==> src/core/charger_pkg.sv <==
/*
  Shared constants and types for the charge sequencer: register offsets,
  field positions, reset values, timing figures, states and carriers.
  Assumes a 200 MHz single clock and an 8-bit register port.
*/
package charger_pkg;
  // Register offsets (byte addresses)
  localparam logic [7:0] ADDR_STATUS  = 8'h00;
  localparam logic [7:0] ADDR_CONTROL = 8'h04;
  localparam logic [7:0] ADDR_OPTION  = 8'h08;
  localparam logic [7:0] ADDR_THRESH  = 8'h0C;
  // Status register fields
  localparam int ST_TERM     = 0;
  localparam int ST_FASTTOUT = 1;
  localparam int ST_PRETOUT  = 2;
  localparam int ST_BATTERY_TEMP_ERROR_FLAG  = 3;
  localparam int ST_STATE_LO = 4;
  // Control register fields
  localparam int CT_ENABLE   = 0;
  localparam int CT_TIMER_EN = 1;
  localparam int CT_TERM_DIS = 2;
  localparam int CT_RESTART  = 3;
  localparam int CT_FAST_LO  = 4;
  // Option register fields
  localparam int OP_DYNAMIC_TIMER_ENABLE_BIT   = 0;
  // Threshold register fields
  localparam int TH_TERM_LO  = 0;
  localparam int TH_PRE_SEL  = 2;
  localparam int TH_ICHG_LO  = 3;
  // Reset values
  localparam logic [7:0] CONTROL_RST = 8'h03;
  localparam logic [7:0] OPTION_RST  = 8'h01;
  localparam logic [7:0] THRESH_RST  = 8'h01; // Termination 7.5 percent
  // Charge current as percent of the fast-charge setting
  localparam logic [7:0] PRECHG_PCT  = 8'h0A;
  localparam logic [7:0] FAST_PCT    = 8'h64;
  // Timing
  localparam int CLK_PERIOD_NS = 5;
  localparam int TICK_TIME_NS  = 1000000;
  localparam int TICK_CYCLES   = TICK_TIME_NS / CLK_PERIOD_NS;

  typedef enum logic [2:0] {
    IDLE, DETECT, PRECHARGE, FASTCHG, CVOLT, DONE, FAULT
  } chg_state_e;
  typedef enum logic [1:0] {DET_SINK, DET_SOURCE, DET_CHECK} det_step_e;

  // Comparator and loop indications from the analog side
  typedef struct packed {
    logic batAboveLowv;
    logic batAboveRch;
    logic batAtVoreg;
    logic curBelowTerm;
    logic dppmActive;
    logic thermalActive;
    logic ppmReducing;
    logic tempFault;
    logic usbPresent;
    logic acPresent;
  } sense_s;

  // Commands to the analog charge path
  typedef struct packed {
    logic       pathOn;
    logic       cvMode;
    logic       sinkOn;
    logic       sourceOn;
    logic [7:0] currentPct;
  } drive_s;
endpackage : charger_pkg

==> src/core/li_charge_ctrl.sv <==
/*
  Charge sequencer for a single-cell lithium charger: precharge, fast
  charge, constant voltage, termination, safety timers, battery detection.
  Assumes analog comparators arrive asynchronously on sense and that
  software uses the plain register port (read data one cycle later).
*/
// Contract
// - Charging starts in precharge at fixed 10 percent of fast current.
// - Precharge moves to fast charge when battery passes low-voltage threshold.
// - At regulation voltage enter constant voltage and hold it.
// - Current below termination threshold sets termination flag, charger off.
// - Termination is inhibited while power-path or thermal loop is active.
// - Reduced charge current makes safety timer run at half rate.
// - Termination threshold is a two-bit field, default 7.5 percent.
// - Termination disable keeps charger in constant voltage, no detection.
// - Below recharge threshold sink-test battery; if present and enabled, restart.
// - Below low-voltage in test means removed; source-test for insertion.
// - Already above recharge: sink-test again, low means no battery.
// - Detection repeats until battery found or charger disabled.
// - Battery removal raises the battery temperature error flag.
// - Separate precharge and fast timers; timer enable clear disables both.
// - Both timers are disabled while termination is disabled.
// - Half-rate timing enabled at reset, disabled by dynamic-timer bit.
// - Precharge timeout before low-voltage threshold is a timer fault.
// - Fast timeout before termination is a fault, timed from fast start.
// - Timeout flags cleared and charge restarted on supply rise, restart, recharge.
// - Temperature fault suspends charge and freezes the timer count.
`timescale 1ns/1ps
module li_charge_ctrl import charger_pkg::*; #(
  parameter int TICK_CYC   = TICK_CYCLES,
  parameter int DET_MS     = 250,
  parameter int PRE_MS0    = 1800000,
  parameter int PRE_MS1    = 3600000,
  parameter int FAST_MS0   = 10800000,
  parameter int FAST_MS1   = 18000000,
  parameter int FAST_MS2   = 21600000,
  parameter int FAST_MS3   = 28800000
) (
  input  wire logic       mclk,
  input  wire logic       rst_b,
  input  wire logic [7:0] addr,
  input  wire logic [7:0] wdata,
  input  wire logic       wrStb,
  input  wire logic       rdStb,
  output logic      [7:0] rdata,
  input  wire sense_s     sense,
  output drive_s          drive,
  output logic      [1:0] termThrSel,
  output logic      [1:0] fastCurSel
);
  localparam int SW = $bits(sense_s);

  sense_s     syncA_reg, syncB_reg;
  logic       usbPrev_reg, acPrev_reg, rchPrev_reg;
  logic [7:0] control_reg, option_reg, thresh_reg;
  logic       restart_reg;
  logic       termFlag_reg, fastTout_reg, preTout_reg, battErr_reg;
  chg_state_e state_reg, state_next;
  det_step_e  step_reg;
  logic [31:0] divCnt_reg, tmr_reg, detCnt_reg;
  logic       tick_reg, halfPhase_reg;

  // Charge phases in which the safety timer and the path run
  function automatic logic isCharging(input chg_state_e s);
    return (s == PRECHARGE) || (s == FASTCHG) || (s == CVOLT);
  endfunction : isCharging

  // Two-flop synchronisers, one per comparator line
  genvar gi;
  generate
    for (gi = 0; gi < SW; gi++) begin : g_sync
      always_ff @(posedge mclk or negedge rst_b) begin
        if (!rst_b) begin
          syncA_reg[gi] <= 1'b0;
          syncB_reg[gi] <= 1'b0;
        end else begin
          syncA_reg[gi] <= sense[gi];
          syncB_reg[gi] <= syncA_reg[gi];
        end
      end
    end
  endgenerate

  sense_s s;
  assign s = syncB_reg;

  logic enable, timerEn, termDis, dynEn;
  assign enable  = control_reg[CT_ENABLE];
  assign timerEn = control_reg[CT_TIMER_EN] && !termDis;
  assign termDis = control_reg[CT_TERM_DIS];
  assign dynEn   = option_reg[OP_DYNAMIC_TIMER_ENABLE_BIT];

  // Supply rising edges and recharge falling edge for restart
  // Reset values match the idle levels, so no false edge follows reset
  always_ff @(posedge mclk or negedge rst_b) begin
    if (!rst_b) begin
      usbPrev_reg <= 1'b0;
      acPrev_reg  <= 1'b0;
      rchPrev_reg <= 1'b0;
    end else begin
      usbPrev_reg <= s.usbPresent;
      acPrev_reg  <= s.acPresent;
      rchPrev_reg <= s.batAboveRch;
    end
  end

  // Only a drop below recharge restarts: a cell that timed out in precharge
  // sits below that level, and a level test would wipe the fault at once
  logic supplyRise, rchFall, restartEv;
  assign supplyRise = (s.usbPresent && !usbPrev_reg) || (s.acPresent && !acPrev_reg);
  assign rchFall    = rchPrev_reg && !s.batAboveRch;
  assign restartEv  = supplyRise || restart_reg || rchFall;

  // Register writes; restart bit is a self-clearing pulse
  always_ff @(posedge mclk or negedge rst_b) begin
    if (!rst_b) begin
      control_reg <= CONTROL_RST;
      option_reg  <= OPTION_RST;
      thresh_reg  <= THRESH_RST;
      restart_reg <= 1'b0;
    end else begin
      restart_reg <= wrStb && (addr == ADDR_CONTROL) && wdata[CT_RESTART];
      if (wrStb && addr == ADDR_CONTROL) begin
        control_reg <= wdata & ~(8'h01 << CT_RESTART);
      end
      if (wrStb && addr == ADDR_OPTION) begin
        option_reg <= wdata;
      end
      if (wrStb && addr == ADDR_THRESH) begin
        thresh_reg <= wdata;
      end
    end
  end

  // Read port: data stand in the cycle after the strobe only
  always_ff @(posedge mclk or negedge rst_b) begin
    if (!rst_b) begin
      rdata <= 8'h00;
    end else if (rdStb) begin
      case (addr)
        ADDR_STATUS:  rdata <= {1'b0, state_reg, battErr_reg, preTout_reg,
                                fastTout_reg, termFlag_reg};
        ADDR_CONTROL: rdata <= control_reg;
        ADDR_OPTION:  rdata <= option_reg;
        ADDR_THRESH:  rdata <= thresh_reg;
        default:      rdata <= 8'h00;
      endcase
    end else begin
      rdata <= 8'h00;
    end
  end

  // Millisecond tick divider; limits are counted in ticks
  always_ff @(posedge mclk or negedge rst_b) begin
    if (!rst_b) begin
      divCnt_reg <= 32'h0000_0000;
      tick_reg   <= 1'b0;
    end else if (divCnt_reg == 32'(TICK_CYC - 1)) begin
      divCnt_reg <= 32'h0000_0000;
      tick_reg   <= 1'b1;
    end else begin
      divCnt_reg <= divCnt_reg + 32'h0000_0001;
      tick_reg   <= 1'b0;
    end
  end

  // Reduced current halves the timer rate by skipping every other tick
  logic reduced, tmrTick;
  assign reduced = dynEn && (s.dppmActive || s.thermalActive || s.ppmReducing);
  assign tmrTick = tick_reg && (!reduced || halfPhase_reg);

  always_ff @(posedge mclk or negedge rst_b) begin
    if (!rst_b) begin
      halfPhase_reg <= 1'b0;
    end else if (tick_reg) begin
      halfPhase_reg <= reduced ? !halfPhase_reg : 1'b0;
    end
  end

  logic [31:0] preLimit, fastLimit;
  assign preLimit = thresh_reg[TH_PRE_SEL] ? 32'(PRE_MS1) : 32'(PRE_MS0);
  always_comb begin
    case (control_reg[CT_FAST_LO +: 2])
      2'b00:   fastLimit = 32'(FAST_MS0);
      2'b01:   fastLimit = 32'(FAST_MS1);
      2'b10:   fastLimit = 32'(FAST_MS2);
      default: fastLimit = 32'(FAST_MS3);
    endcase
  end

  logic preExpired, fastExpired, termHit, detDone;
  assign preExpired  = timerEn && (tmr_reg >= preLimit);
  assign fastExpired = timerEn && (tmr_reg >= fastLimit);
  // The dppmActive and thermalActive loops would fake a taper, so they block termination; ppmReducing does not
  assign termHit = s.curBelowTerm && !s.dppmActive && !s.thermalActive
                   && !termDis;
  assign detDone = (detCnt_reg >= 32'(DET_MS));

  // Next-state logic of the sequencer
  always_comb begin
    state_next = state_reg;
    case (state_reg)
      IDLE: begin
        if (enable) state_next = PRECHARGE;
      end
      PRECHARGE: begin
        if (!s.tempFault) begin
          if (s.batAboveLowv) state_next = FASTCHG;
          else if (preExpired) state_next = FAULT;
        end
      end
      FASTCHG: begin
        if (!s.tempFault) begin
          if (fastExpired) state_next = FAULT;
          else if (s.batAtVoreg) state_next = CVOLT;
        end
      end
      CVOLT: begin
        if (!s.tempFault) begin
          if (termHit) state_next = DONE;
          else if (fastExpired) state_next = FAULT;
        end
      end
      DONE: begin
        if (!s.batAboveRch && !termDis) state_next = DETECT;
      end
      DETECT: begin
        if (detDone && step_reg == DET_SINK && s.batAboveLowv) begin
          state_next = PRECHARGE;
        end else if (detDone && step_reg == DET_SOURCE && !s.batAboveRch) begin
          state_next = PRECHARGE;
        end else if (detDone && step_reg == DET_CHECK && s.batAboveLowv) begin
          state_next = PRECHARGE;
        end
      end
      FAULT: begin
        if (restartEv) state_next = PRECHARGE;
      end
      default: state_next = IDLE;
    endcase
    if (!enable) state_next = IDLE;
  end

  always_ff @(posedge mclk or negedge rst_b) begin
    if (!rst_b) state_reg <= IDLE;
    else        state_reg <= state_next;
  end

  // Detection step and its dwell counter
  always_ff @(posedge mclk or negedge rst_b) begin
    if (!rst_b) begin
      step_reg   <= DET_SINK;
      detCnt_reg <= 32'h0000_0000;
    end else if (state_reg != DETECT) begin
      step_reg   <= DET_SINK;
      detCnt_reg <= 32'h0000_0000;
    end else if ((step_reg != DET_SOURCE) && !s.batAboveLowv) begin
      step_reg   <= DET_SOURCE;
      detCnt_reg <= 32'h0000_0000;
    end else if (detDone && step_reg == DET_SOURCE && s.batAboveRch) begin
      step_reg   <= DET_CHECK;
      detCnt_reg <= 32'h0000_0000;
    end else if (tick_reg && !detDone) begin
      detCnt_reg <= detCnt_reg + 32'h0000_0001;
    end
  end

  // Safety timer: restarts on entering precharge and fast charge, runs on through constant voltage, freezes under temperature fault
  always_ff @(posedge mclk or negedge rst_b) begin
    if (!rst_b) begin
      tmr_reg <= 32'h0000_0000;
    end else if ((state_next == PRECHARGE && state_reg != PRECHARGE)
                 || (state_next == FASTCHG && state_reg != FASTCHG)) begin
      tmr_reg <= 32'h0000_0000;
    end else if (isCharging(state_reg) && timerEn && tmrTick && !s.tempFault) begin
      tmr_reg <= tmr_reg + 32'h0000_0001;
    end
  end

  // Status flags; a new cycle clears, termination sets
  always_ff @(posedge mclk or negedge rst_b) begin
    if (!rst_b) begin
      termFlag_reg <= 1'b0;
      fastTout_reg <= 1'b0;
      preTout_reg  <= 1'b0;
      battErr_reg  <= 1'b0;
    end else begin
      if (state_reg == CVOLT && state_next == DONE) begin
        termFlag_reg <= 1'b1;
      end else if (state_next == PRECHARGE && state_reg != PRECHARGE) begin
        termFlag_reg <= 1'b0;
      end
      if (state_reg == FAULT && state_next != FAULT) begin
        fastTout_reg <= 1'b0;
        preTout_reg  <= 1'b0;
      end else if (state_next == FAULT && state_reg == PRECHARGE) begin
        preTout_reg  <= 1'b1;
      end else if (state_next == FAULT) begin
        fastTout_reg <= 1'b1;
      end
      if (state_reg == DETECT && step_reg != DET_SOURCE && !s.batAboveLowv) begin
        battErr_reg <= 1'b1;
      end else if (state_next == PRECHARGE && state_reg == DETECT) begin
        battErr_reg <= 1'b0;
      end
    end
  end

  // Analog drive, registered; path is dropped under temperature fault
  always_ff @(posedge mclk or negedge rst_b) begin
    if (!rst_b) begin
      drive      <= '0;
      termThrSel <= THRESH_RST[TH_TERM_LO +: 2];
      fastCurSel <= 2'b00;
    end else begin
      termThrSel <= thresh_reg[TH_TERM_LO +: 2];
      fastCurSel <= thresh_reg[TH_ICHG_LO +: 2];
      drive.pathOn   <= isCharging(state_next) && !s.tempFault;
      drive.cvMode   <= (state_next == CVOLT);
      drive.sinkOn   <= (state_next == DETECT) && (step_reg != DET_SOURCE);
      drive.sourceOn <= (state_next == DETECT) && (step_reg == DET_SOURCE);
      if (state_next == PRECHARGE || (state_next == DETECT && step_reg == DET_SOURCE)) begin
        drive.currentPct <= PRECHG_PCT;
      end else if (isCharging(state_next)) begin
        drive.currentPct <= FAST_PCT;
      end else begin
        drive.currentPct <= 8'h00;
      end
    end
  end

  // Checks
  chk_pre_to_fast: assert property (@(posedge mclk) disable iff (!rst_b)
    state_reg == PRECHARGE && s.batAboveLowv && !s.tempFault && enable
    |=> state_reg == FASTCHG)
    else $error("precharge did not advance");
  chk_pre_current: assert property (@(posedge mclk) disable iff (!rst_b)
    state_reg == PRECHARGE && $past(state_reg) == PRECHARGE
    |-> drive.currentPct == PRECHG_PCT)
    else $error("precharge current wrong");
  chk_cv_entry: assert property (@(posedge mclk) disable iff (!rst_b)
    state_reg == FASTCHG && s.batAtVoreg && !s.tempFault && enable && !fastExpired
    |=> state_reg == CVOLT && drive.cvMode)
    else $error("cv not entered");
  chk_term_flag: assert property (@(posedge mclk) disable iff (!rst_b)
    $rose(termFlag_reg) |-> state_reg == DONE && !drive.pathOn)
    else $error("termination flag without done");
  chk_term_inhibit: assert property (@(posedge mclk) disable iff (!rst_b)
    state_reg == CVOLT && (s.dppmActive || s.thermalActive) |=> state_reg != DONE)
    else $error("termination while loop active");
  chk_term_disable: assert property (@(posedge mclk) disable iff (!rst_b)
    termDis && state_reg == CVOLT && enable |=> state_reg inside {CVOLT})
    else $error("left cv with termination disabled");
  chk_timer_off: assert property (@(posedge mclk) disable iff (!rst_b)
    termDis && isCharging(state_reg) |=> $stable(tmr_reg) || tmr_reg == 0)
    else $error("timer ran with termination disabled");
  chk_half_rate: assert property (@(posedge mclk) disable iff (!rst_b)
    tick_reg && reduced && !halfPhase_reg && state_next == state_reg
    |=> $stable(tmr_reg))
    else $error("timer not halved under reduced current");
  chk_temp_freeze: assert property (@(posedge mclk) disable iff (!rst_b)
    s.tempFault && isCharging(state_reg) && isCharging(state_next)
    && state_next == state_reg |=> $stable(tmr_reg) && !drive.pathOn)
    else $error("timer not frozen on temperature");
  chk_removal_flag: assert property (@(posedge mclk) disable iff (!rst_b)
    state_reg == DETECT && step_reg == DET_SINK && !s.batAboveLowv
    |=> battErr_reg && step_reg == DET_SOURCE)
    else $error("removal not flagged");
  chk_restart_clear: assert property (@(posedge mclk) disable iff (!rst_b)
    state_reg == FAULT && restartEv && enable
    |=> !fastTout_reg && !preTout_reg && state_reg == PRECHARGE)
    else $error("fault not cleared on restart");
endmodule : li_charge_ctrl

==> config.mk <==
export PLATFORM = sky130hd
export DESIGN_NAME = li_charge_ctrl
export DESIGN_NICKNAME = d
export VERILOG_FILES = /design/src/core/charger_pkg.sv /design/src/core/li_charge_ctrl.sv
export SDC_FILE = /design/constraint.sdc
export NUM_CORES = 1
export LEC_CHECK = 0
export BUFFER_PORTS_ARGS = -buffer_cell sky130_fd_sc_hd__buf_2
export CORE_MARGIN = 3
export CORE_UTILIZATION = 50
export DETAILED_ROUTE_END_ITERATION = 10
export PLACE_DENSITY = 0.68
export RECOVER_POWER = 100
export SYNTH_ARGS = -nofsm -noshare
export SYNTH_HDL_FRONTEND = slang
export SYNTH_SLANG_ARGS = --single-unit
==> constraint.sdc <==
create_clock -name mclk -period 4.4 [get_ports mclk]
set_input_delay 0.66 -clock mclk [delete_from_list [all_inputs] [get_ports mclk]]
set_output_delay 0.66 -clock mclk [all_outputs]
set_load 0.02 [all_outputs]
Word-level counts from Yosys, hierarchy flattened

Cells that the tools add are included.
Widths: inputs -> output; s select.

Word-level logic and storage cells: 195
Output and inout port bits: 24
Input port bits: 30
Flip-flop bits (word level): 178

$lt $le $gt $ge: 3
Add/sub/neg operators: 3
Multiplexer cells: 43
Reduce and logical (&&, ||, !) cells: 74
Equal/unequal tests: 26

Operators by type and width:

| operator              | number |
|---|---|
| $mux 32               | 7 |
| $add 32x1->32 const B | 3 |
| $pmux 25 s3           | 1 |
| $mux 3                | 15 |
| $logic_and 1x1->1     | 39 |
| $eq 32x18->1 const B  | 1 |
| $ge 32x22->1          | 1 |
| $ge 32x32->1          | 1 |
| $ge 32x8->1 const B   | 1 |
| $pmux 8 s4            | 1 |
| $mux 22               | 1 |
| $pmux 3 s7            | 1 |
| $eq 3x3->1 const B    | 6 |
| $eq 8x4->1 const B    | 2 |
| $mux 7                | 2 |
| $eq 3x2->1 const B    | 4 |
| $logic_or 1x1->1      | 12 |
| $logic_not 1->1       | 11 |
| $mux 1                | 11 |
| $reduce_bool 2->1     | 5 |
| $eq 8x3->1 const B    | 1 |
| $logic_not 8->1       | 1 |
| $mux 8                | 1 |
| $eq 3x1->1 const B    | 2 |
| 13 further kinds      | 19 |

Longest topological paths before layout

Gate-level depths: netlist of the first run.

Depth after elaboration: 14
Depth in mapped cells: 13
Mapped depth without buffers: 12

Least setup slack after synthesis of the first run

OpenSTA, ideal clock, no wires.

Path type: register to register
Start point: register control_reg[4]
End point: register drive[5] (netlist bit)
Required time: 4275 ps
Clock period less this slack: 3153 ps
Path buffers: 0
Setup time: 125 ps
Slack: 1247 ps
Data arrival time: 3027 ps
Cell stages (with the launch flop): 11
Cell sequence: dfrtp_1 inv_1 ha_1 ha_1 and3_1 a22o_1 a2111o_1 a311o_1 o21ai_0 o21bai_1 a2bb2o_1

Cells in the longest elaborated chain, start to end: 14
Elaborated cells between the ends (all ways): 23
Those cells by class: order compare: 1; eq/ne: 6; mux: 10; reduce/logical: 6

RTL lines:

| item                               | line                                        | RTL |
|---|---|---|
| from (decl)                        | li_charge_ctrl.sv:55                        | `logic [7:0] control_reg, option_reg, thresh_reg;` |
| from (signal assigned)             | li_charge_ctrl.sv:124                       | `control_reg <= wdata & ~(8'h01 << CT_RESTART);` |
| $eq 2x2->1 (tied with other cells) | li_charge_ctrl.sv:183                       | `case (control_reg[CT_FAST_LO +: 2])` |
| $pmux 25 s3 *                      | li_charge_ctrl.sv:183                       |  |
| $ge 32x32->1 *                     | li_charge_ctrl.sv:193                       | `assign fastExpired = timerEn && (tmr_reg >= fastLimit);` |
| $logic_and 1x1->1 *                | li_charge_ctrl.sv:193                       |  |
| $mux 3                             | li_charge_ctrl.sv:221                       | `else if (fastExpired) state_next = FAULT;` |
| $mux 3                             | li_charge_ctrl.sv:220                       | `if (termHit) state_next = DONE;` |
| $mux 3                             | li_charge_ctrl.sv:219                       | `if (!s.tempFault) begin` |
| $pmux 3 s7 *                       | li_charge_ctrl.sv:202                       | `case (state_reg)` |
| $mux 3 *                           | li_charge_ctrl.sv:241                       | `if (!enable) state_next = IDLE;` |
| $eq 3x2->1 (on tied branches)      | li_charge_ctrl.sv:65, li_charge_ctrl.sv:322 |  |
| $logic_or 1x1->1 (2 in series)     | li_charge_ctrl.sv:65                        | `return (s == PRECHARGE) \|\| (s == FASTCHG) \|\| (s == CVOLT);` |
| $mux 7                             | li_charge_ctrl.sv:324                       | `end else if (isCharging(state_next)) begin` |
| $mux 7 *                           | li_charge_ctrl.sv:322                       | `if (state_next == PRECHARGE \|\| (state_next == DETECT && step_reg == DET_SOURCE)) begin` |
| to (decl)                          | li_charge_ctrl.sv:47                        | `output drive_s drive,` |

Every way passes the cells marked *; elsewhere a longest branch is shown, timed or not.
A chain may end at the register's enable or synchronous reset.

Final worst setup path of the first run

Start point: register control_reg[4]
End point: register tmr_reg[14]

Cells in the longest elaborated chain, start to end: 13
Elaborated cells between the ends (all ways): 20
Those cells by class: order compare: 1; eq/ne: 4; mux: 9; reduce/logical: 6

RTL lines:

| item                                         | line                                         | RTL |
|---|---|---|
| $eq 2x2->1 (tied with other cells)           | li_charge_ctrl.sv:183                        |  |
| $pmux 25 s3 *                                | li_charge_ctrl.sv:183                        |  |
| $ge 32x32->1 *                               | li_charge_ctrl.sv:193                        |  |
| $logic_and 1x1->1 *                          | li_charge_ctrl.sv:193                        |  |
| $mux 3                                       | li_charge_ctrl.sv:221                        |  |
| $mux 3                                       | li_charge_ctrl.sv:220                        |  |
| $mux 3                                       | li_charge_ctrl.sv:219                        |  |
| $pmux 3 s7 *                                 | li_charge_ctrl.sv:202                        |  |
| $mux 3 *                                     | li_charge_ctrl.sv:241                        |  |
| $eq 3x2->1 (on tied branches)                | li_charge_ctrl.sv:272, li_charge_ctrl.sv:273 |  |
| $logic_and 1x1->1 (on tied branches)         | li_charge_ctrl.sv:272, li_charge_ctrl.sv:273 |  |
| $logic_or 1x1->1 *                           | li_charge_ctrl.sv:273                        | `\|\| (state_next == FASTCHG && state_reg != FASTCHG)) begin` |
| $mux 32 or $reduce_bool 2->1 (tied branches) | -                                            |  |
| to (signal assigned)                         | li_charge_ctrl.sv:276                        | `tmr_reg <= tmr_reg + 32'h0000_0001;` |
| to (decl)                                    | li_charge_ctrl.sv:60                         | `logic [31:0] divCnt_reg, tmr_reg, detCnt_reg;` |

Marks and branches as above.

==> flow_summary.toml, run 1 <==
[final_layout]
num-fill-cells = 1384
final_nets = 855
drive_gt1_share_pct = 13.4
antennaDiodeCount = 0
syn2layout_area_growth_pct = 11.9

[sta]
fin_crit_ps = 3820
finalSetupTns_ps = 0
timing.fmax_mhz = 261
fin_ws_ps = 575
final-hold-violation-count = 0
slew_headroom_pct = -77.4
setup_viol = 0
worst_pin_slew_ps = 2660
finalCritPeriodShare_pct = 86.9
final-max-slew-violation-count = 109
rsz0062_at_grt = "false"
skew_ps = 7.45

[power_and_ir_drop]
seqPwrFrac_pct = 50.1
p_int_uw = 2520
leakage_uw = 0.00434
p_sw_share_pct = 22.7
combPwrFrac_pct = 4.6
p_sw_uw = 739
power_uw = 3250
power_density_mw_per_mm2 = 354
p_clk_share_pct = 45.3
ir_drop_uv = 325

[die]
die_height_um = 134
core-area_mm2 = 0.0160
placementRows = 46
initial_core_util_pct = 51.3
ios = 54
dieArea_mm2 = 0.0180
die_x_um = 134

[drt]
drc = 0
drtAntennaViolNets = 0
viasPerCell = 5.70
drtPass1Iterations = 5
drt_iter0_markers = 370
wl_um = 17200
vias = 5782
wl_per_cell_um = 17.0

[run_status]
violations = "max-capacitance violations, max-slew violations"
status = "finished with violations"

[place]
dp_slack_ps = 797
hpwlAfterDp_um = 12000
port_buffers = 50
place_congestion = 0.878

[clock_network]
clkSinkCount = 172
cts_tree = "yes"
cts_resized = 0
clockBufferDepth = 2
clk-insertion-delay-late_ps = 430
root_buffer = "clkbuf_16"
cts_hold_buf = 0
cts-buffers-inserted = 17
cts_max_level = 4
post-cts-setup-buffer-count = 0
clkTransAtPathRegs_ps = 70

[setup_path]
path_class = "flip-flop to flip-flop"
cp.arrival_ps = 4160
cp-end-kind = "flip-flop"
worstSetupStartpointType = "flip-flop"
worstPathMaxFanout = 33
max_stage_delay_ps = 620
crit_required_ps = 4740
crit_chain = "inv_1, ha_1, nor2_1, ha_1, a21o_1, a21oi_1, o311ai_0, o21ai_0, a2111oi_4, nor4_4, clkbuf_2, a21oi_1"
cpMaxStageDelayCell = "a2111oi_4"

[grt]
antenna_found_initial = 0
grt_pass1_vias = 5909
grt_remaining_overflow = 0
grt_pass1_wl_um = 29300
grt_start_max_net_pins = 109
grt_usage_pct = 20.2

[hold_path]
hp-class = "input port to flip-flop"

[synthesis]
yosysSeqAreaShare_pct = 52.5
avgSynthCellArea_um2 = 11.2
synth_cell_types = 74
async_reset_ff_share_pct = 100
yosys.cell_count.top_type = "dfrtp_1"
synth-edff-count = 0
synth.largest_area_cell = "dfrtp_1"
synth_common_cells = "dfrtp_1, nor2_1, a21oi_1, nand2_1, and3_1"
ys_ff_latch = 172
syn_area_mm2 = 0.00821
netlist_instances = 734
synth.top_cell.area_share_pct = 50.9
yosysWarnings = 0
synth_ff_type = "dfrtp_1"
synth.area.top_cells = "dfrtp_1, ha_1, xor2_1, xnor2_1, and3_1"

[run]
maxCapViolations = 1
[path summary, 6_finish.rpt]
path,from,end,slack (ps),cells past startpoint
min reg2reg,syncA_reg[8]$_DFF_PN0_,s[8]$_DFF_PN0_,350,0
max reg2reg,control_reg[4]$_DFFE_PN0P_,tmr_reg[14]$_DFFE_PN0P_,580,12
min in group asynchronous,rst_b,tmr_reg[6]$_DFFE_PN0P_,1010,1
max,control_reg[4]$_DFFE_PN0P_,tmr_reg[14]$_DFFE_PN0P_,580,12
min,sense[6],syncA_reg[6]$_DFF_PN0_,330,1
max in group asynchronous,rst_b,option_reg[6]$_DFFE_PN0P_,1070,2
[cells in the final DEF, fill, tap and decap left out, types with 26 or more instances in the layout]
cell      Yosys  final
nand3_1      31     31
inv_1        27     27
xnor2_1      32     32
nand2_1      43     43
ha_1         39     39
and3_1       41     41
buf_2         4     28
a21oi_1      47     46
clkbuf_1     12     26
xor2_1       34     34
dfrtp_1     167    167
nor2_1       49     49
[power groups by stage]
stage | clock network, uW | logic (uW) | registers, uW
final | 1480 | 150 | 1630
after global routing | 1580 | 170 | 1630
after CTS | 1510 | 156 | 1630
after detailed placement | 0 | 154 | 1660
after global placement | 0 | 146 | 1660
after floorplan | 0 | 83.6 | 1650
[through the flow]
| step | cell area (um2) | hold slack [ps] | util (%) | instances |
|---|---|---|---|---|
| final | 9190 | 333 | 57.4 | 1014 |
| after global routing | 9190 | 305 | 57.4 | 1014 |
| after CTS | 9250 | 314 | 57.8 | 1014 |
| after detailed placement | 8660 | 336 | 54.1 | 983 |
| after global placement | 8660 | 335 | 54.1 | 983 |
| after floorplan | 8220 | 331 | - | 736 |
[cells by family after synthesis]
logic type / count (synthesis) / share of synthesized area [%]
xor+xnor: 66 / 7.04
simple gates: 265 / 17.7
fa+ha+maj: 39 / 5.94
flops: 172 / 52.5
mux: 29 / 4.77
compound gates: 109 / 8.98
buf+inv: 53 / 3.03
other cells: 1 / 0.0457
[critical path, delay by kind of cell (launching register included)]
family	cells	cell delay [ps]
compound gates	6	1960
buf+inv	2	600
fa+ha+maj	2	440
flops	1	430
simple gates	2	270
[metal layers]
| layer | GRT usage, % | share of wire [%] |
|---|---|---|
| met3 | 5.29 | 4.6 |
| met1 | 26.9 | 44 |
| met4 | 6.33 | 2.0 |
| met5 | 0 | 0 |
| met2 | 32.6 | 50 |
[final cells by class]
| cell class | instances | area (um2) | share of cell area, % |
|---|---|---|---|
| sequential | 172 | 4310 | 46.9 |
| tap | 216 | 270 | 2.94 |
| clock inverter | 11 | 138 | 1.50 |
| inverter | 27 | 101 | 1.10 |
| multi-input combinational | 511 | 3660 | 39.9 |
| clock buffer | 20 | 447 | 4.86 |
| timing repair buffer | 57 | 260 | 2.83 |
(Power assumes the default switching activity.)
==> run 2: changes to the inputs <==
--- a/config.mk
+++ b/config.mk
@@ -6,6 +6,7 @@
 export NUM_CORES = 1
 export LEC_CHECK = 0
 export BUFFER_PORTS_ARGS = -buffer_cell sky130_fd_sc_hd__buf_2
+export CORE_ASPECT_RATIO = 0.8
 export CORE_MARGIN = 3
 export CORE_UTILIZATION = 50
 export DETAILED_ROUTE_END_ITERATION = 10
==> run 2 against run 1 <==
The flow still finishes with violations (max-capacitance violations, max-slew violations). Core utilization barely moved. Die area barely moved. Flip-flop and latch count did not move.
==> flow_summary.toml, run 2 (synthesis results as in run 1) <==
[place]
port_buffers = 50
dp_slack_ps = 847
hpwlAfterDp_um = 12300
place_congestion = 0.840
dpl_cell_area_mm2 = 0.00866

[power_and_ir_drop]
ir_drop_uv = 319
power_density_mw_per_mm2 = 344
leakage_uw = 0.00432

[final_layout]
final_nets = 855
syn2layout_area_growth_pct = 11.3
final_common_cell = "dfrtp_1"
final_cell_area_mm2 = 0.00914
mostFrequentLayoutCells = "dfrtp_1, nor2_1, a21oi_1, nand2_1, and3_1"
drive_gt1_share_pct = 13.4
antennaDiodeCount = 0

[drt]
drtAntennaViolNets = 0
drc = 0
vias = 5754
drtPass1Iterations = 5
drt_iter0_markers = 393
wl_per_cell_um = 17.1
viasPerCell = 5.68
wl_um = 17300

[sta]
fin_crit_ps = 3580
setup_viol = 0
finalSetupTns_ps = 0
final-hold-violation-count = 0
finalCritPeriodShare_pct = 81.3
worst_pin_slew_ps = 2500
timing.fmax_mhz = 280
skew_ps = 9.11
final-max-slew-violation-count = 103
fin_ws_ps = 825
whs_ps = 338
slew_headroom_pct = -66.7
rsz0062_at_grt = "false"

[setup_path]
path_class = "flip-flop to flip-flop"
r2r-end = "drive[11]$_DFF_PN0_"
worstPathMaxFanout = 33
cp.arrival_ps = 3880
crit_required_ps = 4700
rrSetupSlack_ps = 820
timing.rr.start = "control_reg[4]$_DFFE_PN0P_"
worstSetupStartpointType = "flip-flop"
worstRegToRegCells = 12
cp-end-kind = "flip-flop"

[hold_path]
holdPathStages = 1
hp-start = "sense[7]"
holdPathEnd = "syncA_reg[7]$_DFF_PN0_"
hp-class = "input port to flip-flop"

[grt]
grt-busiest-layer = "met2"
use_met2_pct = 30.3
gr-usage-met1_pct = 29.3
antenna_found_initial = 0
grt_usage_pct = 20.2
met3_usage_pct = 4.42
grt_pass1_wl_um = 28800
grt_remaining_overflow = 0
grt_pass1_vias = 5663
grt_start_max_net_pins = 103

[clock_network]
cts_max_level = 4
cts-buffers-inserted = 17
cts_tree = "yes"
cts_resized = 0
clk-insertion-delay-late_ps = 430
clkTransAtPathRegs_ps = 60
post-cts-setup-buffer-count = 0
root_buffer = "clkbuf_16"
clkSinkCount = 172
clockBufferDepth = 2
cts_hold_buf = 0

[run_status]
status = "finished with violations"
violations = "max-capacitance violations, max-slew violations"

[die]
placementRows = 41
initial_core_util_pct = 51.6
die_height_um = 121
ios = 54
dieArea_mm2 = 0.0180
core-area_mm2 = 0.0159
die_x_um = 149

[run]
maxCapViolations = 1
## run 2: routing by layer
| layer | routed length (um) | share of wire, % | up-vias |
|---|---|---|---|
| met3 | 816 | 4.7 | 15 |
| met4 | 187 | 1.1 | 0 |
| li1 | - | - | 2740 |
| met1 | 8420 | 49 | 2853 |
| met2 | 7890 | 46 | 146 |
| met5 | 0 | 0 | - |
## run 2: worst max-delay path by stage
stage / startpoint / endpoint / cells after the start
2_1_floorplan: control_reg[4]$_DFFE_PN0P_ / drive[5]$_DFF_PN0_ / 10
5_1_grt: control_reg[4]$_DFFE_PN0P_ / tmr_reg[20]$_DFFE_PN0P_ / 12
3_3_place_gp: control_reg[4]$_DFFE_PN0P_ / drive[11]$_DFF_PN0_ / 10
3_5_place_dp: control_reg[4]$_DFFE_PN0P_ / drive[11]$_DFF_PN0_ / 12
4_1_cts: control_reg[4]$_DFFE_PN0P_ / drive[11]$_DFF_PN0_ / 12
6_report: control_reg[4]$_DFFE_PN0P_ / drive[11]$_DFF_PN0_ / 12
## run 2: per-stage QoR
stage / utilization [%] / total power (uW) / instances
2_1_floorplan: - / 1740 / 736
3_3_place_gp: 54.5 / 1810 / 982
3_5_place_dp: 54.5 / 1810 / 982
4_1_cts: 57.8 / 3190 / 1013
5_1_grt: 57.5 / 3270 / 1013
6_report: 57.5 / 3150 / 1013
## run 2: critical path, stage by stage (launching register included)
cell	delay, ps
dfrtp_1	420
inv_1	150
ha_1	260
nor2_1	220
ha_1	210
a21o_1	130
a21oi_1	60
o311ai_0	630
o21ai_0	290
a2111oi_4	620
nor4_4	50
buf_4	270
o2bb2ai_1	160
## run 2: power breakdown
| group | total, uW | switching, uW | internal, uW | leakage [uW] |
|---|---|---|---|---|
| Combinational | 152 | 101 | 51.3 | 0.00177 |
| Sequential | 1630 | 21.0 | 1610 | 0.00230 |
| Clock | 1370 | 624 | 741 | 0.000251 |
| Total | 3150 | 746 | 2400 | 0.00432 |
## run 2: area by class of cell
cell class	instances	area [um2]
Sequential cell	172	4310
Inverter	27	101
Multi-Input combinational cell	511	3660
Clock buffer	20	447
Fill cell	1364	6770
Clock inverter	11	86.3
Tap cell	215	269
Timing Repair Buffer	57	264
==> run 3: changes to the inputs <==
--- a/config.mk
+++ b/config.mk
@@ -5,12 +5,13 @@
 export SDC_FILE = /design/constraint.sdc
 export NUM_CORES = 1
 export LEC_CHECK = 0
+export ABC_AREA = 1
 export BUFFER_PORTS_ARGS = -buffer_cell sky130_fd_sc_hd__buf_2
 export CORE_ASPECT_RATIO = 0.8
 export CORE_MARGIN = 3
 export CORE_UTILIZATION = 50
 export DETAILED_ROUTE_END_ITERATION = 10
-export PLACE_DENSITY = 0.68
+export PLACE_DENSITY = 0.7
 export RECOVER_POWER = 100
 export SYNTH_ARGS = -nofsm -noshare
 export SYNTH_HDL_FRONTEND = slang
==> constraint.sdc (replaced) <==
create_clock -name mclk -period 3.1 [get_ports mclk]
set_input_delay 0.465 -clock mclk [delete_from_list [all_inputs] [get_ports mclk]]
set_output_delay 0.465 -clock mclk [all_outputs]
set_load 0.02 [all_outputs]
==> run 3 against run 2 <==
The run still ends with max-capacitance violations, max-slew violations left. Hold slack lost 210 ps. Clock-buffer cell count fell by 3. Sequential power grew 42%. Global-route usage about the same. Area after synthesis grew 5.7%.
==> flow_summary.toml, run 3 <==
[run_status]
status = "finished with violations"
violations = "max-capacitance violations, max-slew violations"

[final_layout]
final_nets = 1155
seqCellArea_mm2 = 0.00431
drive_gt1_share_pct = 12.7
antennaDiodeCount = 0
multiInputGateArea_mm2 = 0.00376
num-fill-cells = 1445
final_cells = 1319
final_core_util_pct = 59.6
mostFrequentLayoutCells = "nand2_1, dfrtp_1, inv_1, nor2_1, nor3_1"
syn2layout_area_growth_pct = 15.1

[setup_path]
crit_required_ps = 3420
cp.arrival_ps = 3260
rrSetupSlack_ps = 150
timing.rr.start = "control_reg[5]$_DFFE_PN0P_"
max_stage_delay_ps = 530
path_class = "flip-flop to flip-flop"
cp_top_family = "simple AND/OR/NAND/NOR gates"
worstRegToRegCells = 21
crit_chain = "inv_4, ha_4, ha_1, nand2_1, nor2_1, inv_1, nor2_1, nand2_1, nor2_1, nand2_1, nand3_2, nand2_2, o21ai_2, nand2_1, nand2_2, nand2_4, nor2_4, nand3_2, nand2_4, clkbuf_16, nor2_1"
r2r-end = "tmr_reg[13]$_DFFE_PN0P_"
worstPathMaxFanout = 7
cp-end-kind = "flip-flop"
worstSetupStartpointType = "flip-flop"
cp_num_buf_inv = 3
cpMaxStageDelayCell = "dfrtp_2"

[sta]
fin_crit_ps = 2950
finalSetupTns_ps = 0
setup_viol = 0
skew_ps = 9.47
final-max-slew-violation-count = 69
slew_headroom_pct = -5.70
whs_ps = 133
final-hold-violation-count = 0
finalCritPeriodShare_pct = 95.0
timing.fmax_mhz = 339
worst_pin_slew_ps = 1590

[clock_network]
clk-insertion-delay-late_ps = 440
root_buffer = "clkbuf_16"
cts-buffers-inserted = 17
clkTransAtPathRegs_ps = 70
cts_max_level = 4
cts_tree = "yes"
clkSinkCount = 172
clockBufferDepth = 2

[drt]
vias = 6907
drc = 0
wl_um = 19100
viasPerCell = 5.24
wl_per_cell_um = 14.5
drtAntennaViolNets = 0
drt_iter0_markers = 515
drtPass1Iterations = 5

[power_and_ir_drop]
combPwrFrac_pct = 4.6
p_clk_share_pct = 45.6
ir_drop_uv = 376
power_density_mw_per_mm2 = 463
leakage_uw = 0.00472
p_sw_share_pct = 25.7
seqPwrFrac_pct = 49.8
p_int_uw = 3440
p_sw_uw = 1190

[grt]
grt_usage_pct = 20.2
grt_pass1_vias = 6385
grt_remaining_overflow = 0
grt_start_max_net_pins = 69
grt_pass1_wl_um = 31100
antenna_found_initial = 0

[synthesis]
synth.top_cell.area_share_pct = 48.2
syn_area_mm2 = 0.00868
avgSynthCellArea_um2 = 8.58
yosysWarnings = 0
ys_ff_latch = 172
synth_ff_type = "dfrtp_1"
synth_common_cells = "nand2_1, dfrtp_1, inv_1, nor2_1, nor3_1"
synth.largest_area_cell = "dfrtp_1"
yosysSeqAreaShare_pct = 49.7
synth.area.top_cells = "dfrtp_1, nand2_1, inv_1, nor2_1, ha_1"
async_reset_ff_share_pct = 100
netlist_instances = 1011
synth_cell_types = 47
synth-edff-count = 0
yosys.cell_count.top_type = "nand2_1"

[die]
placementRows = 42
core-area_mm2 = 0.0168
ios = 54
initial_core_util_pct = 51.8
dieArea_mm2 = 0.0190
die_x_um = 153
die_height_um = 124

[run]
maxCapViolations = 1

[place]
dp_cells = 1278
place_congestion = 0.914
port_buffers = 50
hpwlAfterDp_um = 13100

[hold_path]
hp-start = "sense[0]"
holdPathStages = 1
holdPathEnd = "syncA_reg[0]$_DFF_PN0_"
hp-class = "input port to flip-flop"
run 3: power groups by stage:
| stage | clock network [uW] | logic [uW] | registers [uW] |
|---|---|---|---|
| global placement | 0 | 190 | 2350 |
| floorplan | 0 | 94.9 | 2340 |
| finish | 2110 | 213 | 2310 |
| global route | 2250 | 243 | 2310 |
| detailed placement | 0 | 193 | 2350 |
| CTS | 2150 | 196 | 2300 |
run 3: routing by layer:
layer,share of wire [%],wire length [um],vias to the layer above,track usage [%]
met1,49,9360,3246,30.5
li1,-,-,3407,-
met2,43,8180,230,29.9
met4,1.2,223,0,5.84
met3,6.8,1290,24,3.89
met5,0,0,-,0
run 3: layout make-up:
cell class                 instances  area share, %
multi-input combinational        663           37.6
timing repair buffer              71           4.35
clock inverter                    15           1.72
clock buffer                      17           4.26
inverter                         161           6.10
sequential                       172           43.2
tap                              220           2.76
run 3: cells by family after synthesis:
logic type / count (synthesis) / share of synthesized area (%)
buffers and inverters: 178 / 8.33
and+or+nand+nor: 473 / 24.8
DFF: 172 / 49.7
AOI/OAI and AO/OA: 104 / 7.08
other: 1 / 0.0432
adders and majority gates: 39 / 5.62
xor gates and xnor gates: 44 / 4.44
run 3: metrics by stage:
stage                     total power (uW)  instance area [um2]  setup slack, ps
after detailed placement              2540                 9230             43.3
after CTS                             4650                 9830             15.7
after floorplan                       2440                 8690              403
after global placement                2540                 9230              111
after global routing                  4800                 9990            -52.5
final                                 4630                 9990              154
run 3: worst max-delay path by stage:
stage	depth (start not counted)	to	slack, ps	start
after floorplan	21	tmr_reg[9]$_DFFE_PN0P_	400	control_reg[4]$_DFFE_PN0P_
after global placement	21	tmr_reg[1]$_DFFE_PN0P_	110	control_reg[4]$_DFFE_PN0P_
after detailed placement	21	tmr_reg[13]$_DFFE_PN0P_	40	control_reg[4]$_DFFE_PN0P_
after CTS	21	tmr_reg[13]$_DFFE_PN0P_	20	control_reg[4]$_DFFE_PN0P_
after global routing	20	tmr_reg[28]$_DFFE_PN0P_	-50	control_reg[5]$_DFFE_PN0P_
final	21	tmr_reg[13]$_DFFE_PN0P_	150	control_reg[5]$_DFFE_PN0P_
run 3: what timing repair did:
item	4_1_cts	5_1_grt
gates resized for setup	0	32
hold endpoints to repair	41	0
setup endpoints to repair	0	41
setup buffers	0	5
hold buffers	1	0
